## src/rsc_pkg.sv

```systemverilog
// constants for the system reset combiner
// Operation
// - system reset output is active at once on power-on, one clock after any other source, two clocks more for pin and brown-out
// - sources: power-on, brown-out, clear pin, instruction, watchdog, mismatch, trap, illegal
// - each reset kind sets its own cause flag in the status register
// - power-on clears all cause flags except power-on and brown-out, which it sets
// - software may set or clear any flag; setting never starts a reset
// - every reset copies the default oscillator field into the new oscillator select
// - reset forces selected registers to defaults and leaves the others unchanged
package rsc_pkg;
   localparam int STAT_W = 8;
   localparam int OSC_W = 3;
   localparam int POR_BIT = 0;
   localparam int BROWN_OUT_BIT = 1;
   localparam int CLR_PIN_BIT = 2;
   localparam int INSTR_BIT = 3;
   localparam int WDT_BIT = 4;
   localparam int MISMATCH_BIT = 5;
   localparam int TRAP_BIT = 6;
   localparam int ILL_BIT = 7;
   localparam logic [STAT_W-1:0] STAT_POR_VAL = 8'h03;
   localparam logic [OSC_W-1:0] OSC_RST_VAL = 3'h0;
endpackage

```

## src/rsc_top.sv

```systemverilog
// system reset combiner with cause flags and oscillator select load
module rsc_top #(
   // cause flags sit at fixed positions, so these widths are checked below
   parameter int STAT_W = rsc_pkg::STAT_W,
   parameter int OSC_W = rsc_pkg::OSC_W
) (
   // clock and power-on reset
   input wire logic clk_in,
   input wire logic nrst_in,
   // asynchronous reset sources from pins and analog
   input wire logic brown_out_reset_in,
   input wire logic external_clear_pin_reset_n_in,
   // synchronous reset sources from core logic
   input wire logic reset_instruction_in,
   input wire logic watchdog_timeout_reset_in,
   input wire logic config_mismatch_reset_in,
   input wire logic trap_conflict_reset_in,
   input wire logic illegal_opcode_in,
   input wire logic uninit_wreg_in,
   input wire logic security_reset_in,
   // software access to the reset status register
   input wire logic [STAT_W-1:0] status_set_in,
   input wire logic [STAT_W-1:0] status_clr_in,
   output logic [STAT_W-1:0] reset_status_register_out,
   // oscillator control
   input wire logic [OSC_W-1:0] default_oscillator_field_in,
   input wire logic osc_wr_in,
   input wire logic [OSC_W-1:0] osc_wr_data_in,
   output logic [OSC_W-1:0] new_oscillator_select_out,
   // combined reset
   output logic system_reset_out
);
   logic brown_meta_r;
   logic brown_sync_r;
   logic clr_meta_r;
   logic clr_sync_r;
   logic illegal_condition_reset;
   logic src_any;
   logic [STAT_W-1:0] events;
   logic [STAT_W-1:0] status_r;
   logic [STAT_W-1:0] status_nxt;
   logic [OSC_W-1:0] osc_sel_r;
   logic sys_reset_r;
   logic por_first_r;

   // one flag per cause kind, so the status width cannot move
   if (STAT_W != rsc_pkg::STAT_W) begin : g_stat_w_check
      $error("status width must equal the number of cause flags");
   end

   // the select field is loaded straight from the configuration field
   if (OSC_W != rsc_pkg::OSC_W) begin : g_osc_w_check
      $error("oscillator select width must equal the configuration field");
   end

   // analog and pin sources cross into the clock domain
   always_ff @(posedge clk_in or negedge nrst_in) begin
      if (!nrst_in) begin
         brown_meta_r <= 1'b0;
         brown_sync_r <= 1'b0;
         // pin idles high, so its stages reset high: no false clear at release
         clr_meta_r <= 1'b1;
         clr_sync_r <= 1'b1;
      end else begin
         brown_meta_r <= brown_out_reset_in;
         brown_sync_r <= brown_meta_r;
         clr_meta_r <= external_clear_pin_reset_n_in;
         clr_sync_r <= clr_meta_r;
      end
   end

   // three illegal conditions share one cause flag
   assign illegal_condition_reset = illegal_opcode_in | uninit_wreg_in | security_reset_in;

   always_comb begin
      events = '0;
      events[rsc_pkg::BROWN_OUT_BIT] = brown_sync_r;
      events[rsc_pkg::CLR_PIN_BIT] = !clr_sync_r;
      events[rsc_pkg::INSTR_BIT] = reset_instruction_in;
      events[rsc_pkg::WDT_BIT] = watchdog_timeout_reset_in;
      events[rsc_pkg::MISMATCH_BIT] = config_mismatch_reset_in;
      events[rsc_pkg::TRAP_BIT] = trap_conflict_reset_in;
      events[rsc_pkg::ILL_BIT] = illegal_condition_reset;
   end

   assign src_any = |events;

   // hardware events and software sets win over a software clear
   assign status_nxt = (status_r & ~status_clr_in) | status_set_in | events;

   always_ff @(posedge clk_in or negedge nrst_in) begin
      if (!nrst_in) begin
         status_r <= rsc_pkg::STAT_POR_VAL;
      end else begin
         status_r <= status_nxt;
      end
   end

   // registered so release lines up with the clock; flags play no part
   always_ff @(posedge clk_in or negedge nrst_in) begin
      if (!nrst_in) begin
         sys_reset_r <= 1'b1;
      end else begin
         sys_reset_r <= src_any;
      end
   end

   // configuration field cannot be loaded asynchronously, so load while reset holds
   always_ff @(posedge clk_in or negedge nrst_in) begin
      if (!nrst_in) begin
         osc_sel_r <= rsc_pkg::OSC_RST_VAL;
      end else if (sys_reset_r) begin
         osc_sel_r <= default_oscillator_field_in;
      end else if (osc_wr_in) begin
         osc_sel_r <= osc_wr_data_in;
      end
   end

   always_ff @(posedge clk_in or negedge nrst_in) begin
      if (!nrst_in) begin
         por_first_r <= 1'b1;
      end else begin
         por_first_r <= 1'b0;
      end
   end

   assign system_reset_out = sys_reset_r;
   assign reset_status_register_out = status_r;
   assign new_oscillator_select_out = osc_sel_r;

   a_any_source_reset: assert property (@(posedge clk_in) disable iff (!nrst_in)
      src_any |=> system_reset_out)
      else $error("active source did not assert system reset");

   a_mismatch_source: assert property (@(posedge clk_in) disable iff (!nrst_in)
      (config_mismatch_reset_in || uninit_wreg_in) |=> system_reset_out)
      else $error("mismatch or illegal source ignored");

   a_cause_flag_set: assert property (@(posedge clk_in) disable iff (!nrst_in)
      trap_conflict_reset_in |=> reset_status_register_out[rsc_pkg::TRAP_BIT])
      else $error("trap cause flag not set");

   a_por_flags_value: assert property (@(posedge clk_in) disable iff (!nrst_in)
      por_first_r |-> reset_status_register_out == rsc_pkg::STAT_POR_VAL)
      else $error("power-on flags wrong");

   a_sw_set_noreset: assert property (@(posedge clk_in) disable iff (!nrst_in)
      (status_set_in != '0 && !src_any) |=> !system_reset_out
         && ((reset_status_register_out & $past(status_set_in)) == $past(status_set_in)))
      else $error("software set misbehaved");

   a_osc_load_reset: assert property (@(posedge clk_in) disable iff (!nrst_in)
      system_reset_out |=> new_oscillator_select_out == $past(default_oscillator_field_in))
      else $error("oscillator select not loaded on reset");

   a_flags_retained: assert property (@(posedge clk_in) disable iff (!nrst_in)
      (system_reset_out && status_clr_in == '0) |=>
         (reset_status_register_out & $past(reset_status_register_out))
         == $past(reset_status_register_out))
      else $error("status lost during reset");

   a_release_sync: assert property (@(posedge clk_in) disable iff (!nrst_in)
      (!src_any && !watchdog_timeout_reset_in) [*2] |=> !system_reset_out)
      else $error("reset held with no source");

   // release may only follow a cycle in which every source was quiet
   a_release_all_quiet: assert property (@(posedge clk_in) disable iff (!nrst_in)
      $fell(system_reset_out) |-> !$past(src_any))
      else $error("system reset released while a source was active");

   a_quiet_releases: assert property (@(posedge clk_in) disable iff (!nrst_in)
      !src_any |=> !system_reset_out)
      else $error("system reset held one cycle past the last source");

   a_por_holds_reset: assert property (@(posedge clk_in) disable iff (!nrst_in)
      por_first_r |-> system_reset_out)
      else $error("system reset not active right after power-on");

   // synchronised sources need two extra edges before they count
   a_pin_reset_path: assert property (@(posedge clk_in) disable iff (!nrst_in)
      (!external_clear_pin_reset_n_in) [*3] |=> system_reset_out)
      else $error("clear pin did not assert system reset");

   a_brown_reset_path: assert property (@(posedge clk_in) disable iff (!nrst_in)
      brown_out_reset_in [*3] |=> system_reset_out)
      else $error("brown-out did not assert system reset");

   a_trap_resets: assert property (@(posedge clk_in) disable iff (!nrst_in)
      trap_conflict_reset_in |=> system_reset_out)
      else $error("trap conflict did not assert system reset");

   a_pin_cause_flag: assert property (@(posedge clk_in) disable iff (!nrst_in)
      (!external_clear_pin_reset_n_in) [*3] |=>
         reset_status_register_out[rsc_pkg::CLR_PIN_BIT])
      else $error("clear pin cause flag not set");

   a_brown_cause_flag: assert property (@(posedge clk_in) disable iff (!nrst_in)
      brown_out_reset_in [*3] |=> reset_status_register_out[rsc_pkg::BROWN_OUT_BIT])
      else $error("brown-out cause flag not set");

   a_instr_cause_flag: assert property (@(posedge clk_in) disable iff (!nrst_in)
      reset_instruction_in |=> reset_status_register_out[rsc_pkg::INSTR_BIT])
      else $error("instruction cause flag not set");

   a_wdt_cause_flag: assert property (@(posedge clk_in) disable iff (!nrst_in)
      watchdog_timeout_reset_in |=> reset_status_register_out[rsc_pkg::WDT_BIT])
      else $error("watchdog cause flag not set");

   a_mismatch_flag: assert property (@(posedge clk_in) disable iff (!nrst_in)
      config_mismatch_reset_in |=> reset_status_register_out[rsc_pkg::MISMATCH_BIT])
      else $error("mismatch cause flag not set");

   a_illegal_flag: assert property (@(posedge clk_in) disable iff (!nrst_in)
      (illegal_opcode_in || uninit_wreg_in || security_reset_in) |=>
         reset_status_register_out[rsc_pkg::ILL_BIT])
      else $error("illegal condition cause flag not set");

   // only power-on or a software write may raise the power-on flag
   a_power_flag_only: assert property (@(posedge clk_in) disable iff (!nrst_in)
      (!status_set_in[rsc_pkg::POR_BIT] && !reset_status_register_out[rsc_pkg::POR_BIT])
         |=> !reset_status_register_out[rsc_pkg::POR_BIT])
      else $error("power-on flag raised without power-on");

   a_sw_clear_works: assert property (@(posedge clk_in) disable iff (!nrst_in)
      (status_set_in == '0 && events == '0) |=> reset_status_register_out
         == ($past(reset_status_register_out) & ~$past(status_clr_in)))
      else $error("software clear misbehaved");

   // outside reset the select only moves on a software write
   a_osc_held: assert property (@(posedge clk_in) disable iff (!nrst_in)
      (!system_reset_out && !osc_wr_in) |=> $stable(new_oscillator_select_out))
      else $error("oscillator select changed without reset or write");
endmodule

```

## config.mk

```make
export PLATFORM = sky130hd
export DESIGN_NAME = rsc_top
export DESIGN_NICKNAME = d
export VERILOG_FILES = /design/src/rsc_pkg.sv /design/src/rsc_top.sv
export SDC_FILE = /design/constraint.sdc
export NUM_CORES = 1
export LEC_CHECK = 0
export ABC_AREA = 1
export BUFFER_PORTS_ARGS = -buffer_cell sky130_fd_sc_hd__clkbuf_2
export CAP_MARGIN = 0
export CORE_UTILIZATION = 35
export DETAILED_ROUTE_END_ITERATION = 8
export GPL_ROUTABILITY_DRIVEN = 0
export PLACE_DENSITY = 0.71
export SLEW_MARGIN = 40
export SYNTH_ARGS = -nofsm -noshare
export SYNTH_HDL_FRONTEND = slang
export SYNTH_SLANG_ARGS = --single-unit
```

## constraint.sdc

```tcl
create_clock -name clk_in -period 0.94 [get_ports clk_in]
set_input_delay 0.047 -clock clk_in [delete_from_list [all_inputs] [get_ports clk_in]]
set_output_delay 0.047 -clock clk_in [all_outputs]
set_load 0.05 [all_outputs]
```

==> flow_metrics.env <==
export IMPL_synth_fp_nets=99
export IMPL_grt_usage_pct=22.02
export IMPL_status="complete, but fails checks"
export IMPL_synthesized_flop_and_latch_total=16
export IMPL_netlist_area_um2=614.3
export IMPL_holdWs_ns=0.00005732
export IMPL_number_of_buffers_on_the_longest_clock_path=2
export IMPL_clock_tree_root_cell="sky130_fd_sc_hd__clkbuf_4"
export IMPL_post_layout_total_power_uw=1522
export IMPL_synth_top_area_share_pct=44.81
export IMPL_synthTopCellsByArea="sky130_fd_sc_hd__dfrtp_1, sky130_fd_sc_hd__dfstp_2, sky130_fd_sc_hd__inv_1"
export IMPL_rsz0062_at_grt="true"
export IMPL_setup_ws_ns=-0.1753
export IMPL_core_rowCount=14
export IMPL_synth_compound_gate_area_share_pct=6.925
export IMPL_placedCellCount=126
export IMPL_vdd_drop_max_uv=1061
export IMPL_design_die_area_um2=1927
export IMPL_finalSetupViolations=6
export IMPL_post_synth_mux_area_share_pct=0
export IMPL_io_pin_count=46
export IMPL_worst_clock_skew_on_the_final_layout_ns=0.0003252
export IMPL_period_minus_slack_ns=1.115
export IMPL_nets=173
export IMPL_timing_critical_path_arrival_ns=1.07
export IMPL_synth_cell_type_count=11
export IMPL_worstSetupEndpointType="output port"
export IMPL_synth_simple_gate_area_share_pct=18.33
export IMPL_wl_um=1786
export IMPL_worst_path_dominant_cell_family="flip-flops"
export IMPL_wl_per_cell_um=11.60
export IMPL_crit_chain="clkbuf_16"
export IMPL_cts_inserted_buffers=3
export IMPL_worstSetupPathType="flop to output port"
export IMPL_clkTransAtPathRegs_ns=0.09
export IMPL_die_x_um=43.90
export IMPL_max_freq_ghz=0.8966
export IMPL_timing_critical_path_from_type="flop"
export IMPL_worst_skew_pair_later_pin_latency_ns=0.27
export IMPL_layout_area_seq_um2=410.4
export IMPL_critical_path_slowest_cell="sky130_fd_sc_hd__dfstp_4"
export IMPL_cts_sink_count=16
export IMPL_final_fill_count=114
export IMPL_drc_errors=4
export IMPL_critical_path_peak_fanout=2
export IMPL_firstDrtPassIters=6
export IMPL_drive_above_1_share_pct=43.48
export IMPL_worstPathBufferInverterCount=1
export IMPL_yosys_warnings=0
export IMPL_cts_tree="done"
export IMPL_timing_slew_headroom_pct=74.17
export IMPL_drv_cap=0
export IMPL_main_combinational_cell_family_by_area_after_synthesis="simple AND/OR/NAND/NOR gates"
export IMPL_postSynthCellCount=65
export IMPL_hold_viol=0
export IMPL_drt_iter0_drc=16
export IMPL_tns_ns=-0.7905
export IMPL_power_leakage_uw=0.0006666
export IMPL_wire_length_of_the_first_global_routing_pass_um=3049
export IMPL_core_area_um2=1577
export IMPL_final_min_period_over_clock_period_pct=118.7
export IMPL_post_synth_xor_area_fraction_pct=0
export IMPL_io_buffers=45
export IMPL_multiInputGateArea_um2=175.2
export IMPL_grt_max_degree=17
export IMPL_cp_data_required_time_ns=0.89
export IMPL_dieHeight_um=43.90
export IMPL_area_growth_synth_to_final_pct=103.5
export IMPL_yosys_area_share_adder_pct=0
export IMPL_grt_ovfl_total=0
export IMPL_min_delay_path_class="primary input to flop"
export IMPL_avgSynthCellArea_um2=9.451
export IMPL_final_cell_count_no_fill=154
export IMPL_power_density_cell_area_nw_per_um2=1218
export IMPL_route_vias_total=691
export IMPL_place_hpwl_um=1100
export IMPL_post_synth_top_area_cell="sky130_fd_sc_hd__dfrtp_1"
export IMPL_failing_checks="DRC, setup timing"
export IMPL_critical_path_max_stage_delay_ns=0.64
export IMPL_initial_utilization_pct=38.97
export IMPL_final_max_slew_viol_count=0
export IMPL_first_global_vias=757
export IMPL_antenna_cells_inserted=0
export IMPL_antenna_violations_before_repair=0
export IMPL_post_place_ws_ns=-0.03708
export IMPL_worst_slew_pin_slew_ns=0.3875
export IMPL_detail_route_vias_per_cell=4.487
export IMPL_cts_htree_levels=1
export IMPL_ys_seq_area_share_pct=66.19
export IMPL_final_antenna_net_count=0
through the flow:
step / area (µm²) / utilization [%]
floorplan: 640.6 / -
global placement: 885.9 / 56.19
detailed placement: 885.9 / 56.19
CTS: 1242 / 78.81
global route: 1250 / 79.29
finish: 1250 / 79.29
state kept, by name, summed over array words and instances (netlist names):
register / count
system_reset_out: 1
brown_sync_r: 1
reset_status_register_out: 8
clr_sync_r: 1
clr_meta_r: 1
new_oscillator_select_out: 3
brown_meta_r: 1
repair_timing:
item                                    in CTS  in global routing
gates resized for setup                     18                 11
hold buffers                                23                  0
buffers inserted                             1                  0
cloned                                       0                  0
hold endpoints to repair                    29                  0
pin swaps                                    0                  0
endpoints found under the setup margin      15                 15
metal layers:
layer,vias to the layer above,track usage (%),part of all wire [%]
li1,342,-,-
met1,313,23.26,37
met2,34,42.69,54
met3,2,3.750,7.6
met4,0,8.485,0.84
met5,-,0,0
Yosys cell counts:
cell                       count
sky130_fd_sc_hd__nor2_1        8
sky130_fd_sc_hd__inv_1        13
sky130_fd_sc_hd__o21ai_0       5
sky130_fd_sc_hd__a21oi_1       2
sky130_fd_sc_hd__o21bai_1      1
sky130_fd_sc_hd__nor2_2        1
sky130_fd_sc_hd__nand2_1      11
sky130_fd_sc_hd__nand3_1       7
sky130_fd_sc_hd__inv_2         1
sky130_fd_sc_hd__dfrtp_1      11
sky130_fd_sc_hd__dfstp_2       5
worst paths after layout:
| path | from | to | slack [ns] | cells past startpoint |
|---|---|---|---|---|
| setup reg to reg | system_reset_out | new_oscillator_select_out[2] | -0.16 | 4 |
| hold / removal | config_mismatch_reset_in | reset_status_register_out[5] | 0.00006 | 3 |
| max in group asynchronous | nrst_in | reset_status_register_out[0] | 0.40 | 2 |
| min in group asynchronous | nrst_in | reset_status_register_out[3] | 0.22 | 2 |
| hold reg to reg | brown_meta_r | brown_sync_r | 0.36 | 0 |
| setup / recovery | system_reset_out | system_reset_out | -0.18 | 1 |
report_power, final:
part	internal, µW	total, µW	switching, µW	leakage (µW)
Combinational	175	341	167	0.000478
Clock	235	436	201	0.0000210
Sequential	726	744	17.9	0.000168
Total	1140	1520	386	0.000667
cells in the final DEF (no fill, tap or decap), types with 3 or more instances in the layout:
cell	n
sky130_fd_sc_hd__nand3_2	3
sky130_fd_sc_hd__buf_4	8
sky130_fd_sc_hd__nand2_1	11
sky130_fd_sc_hd__clkbuf_4	3
sky130_fd_sc_hd__clkbuf_2	33
sky130_fd_sc_hd__dfstp_2	4
sky130_fd_sc_hd__dlygate4sd3_1	23
sky130_fd_sc_hd__clkbuf_16	3
sky130_fd_sc_hd__nand3_1	4
sky130_fd_sc_hd__inv_1	13
sky130_fd_sc_hd__dfrtp_1	11
sky130_fd_sc_hd__o21ai_0	5
sky130_fd_sc_hd__nor2_1	8
cell families after synthesis:
family,count (synthesis)
AND/OR/NAND/NOR,27
flip-flops,16
buffers and inverters,14
AO/OA/AOI/OAI,8
area by class of cell:
cell class	count	share of cell area, %
sequential	16	32.83
multi-input combinational	35	14.01
clock buffer	4	2.903
timing repair buffer	69	44.24
inverter	14	4.404
tap	16	1.602
(Power assumes the default switching activity.)
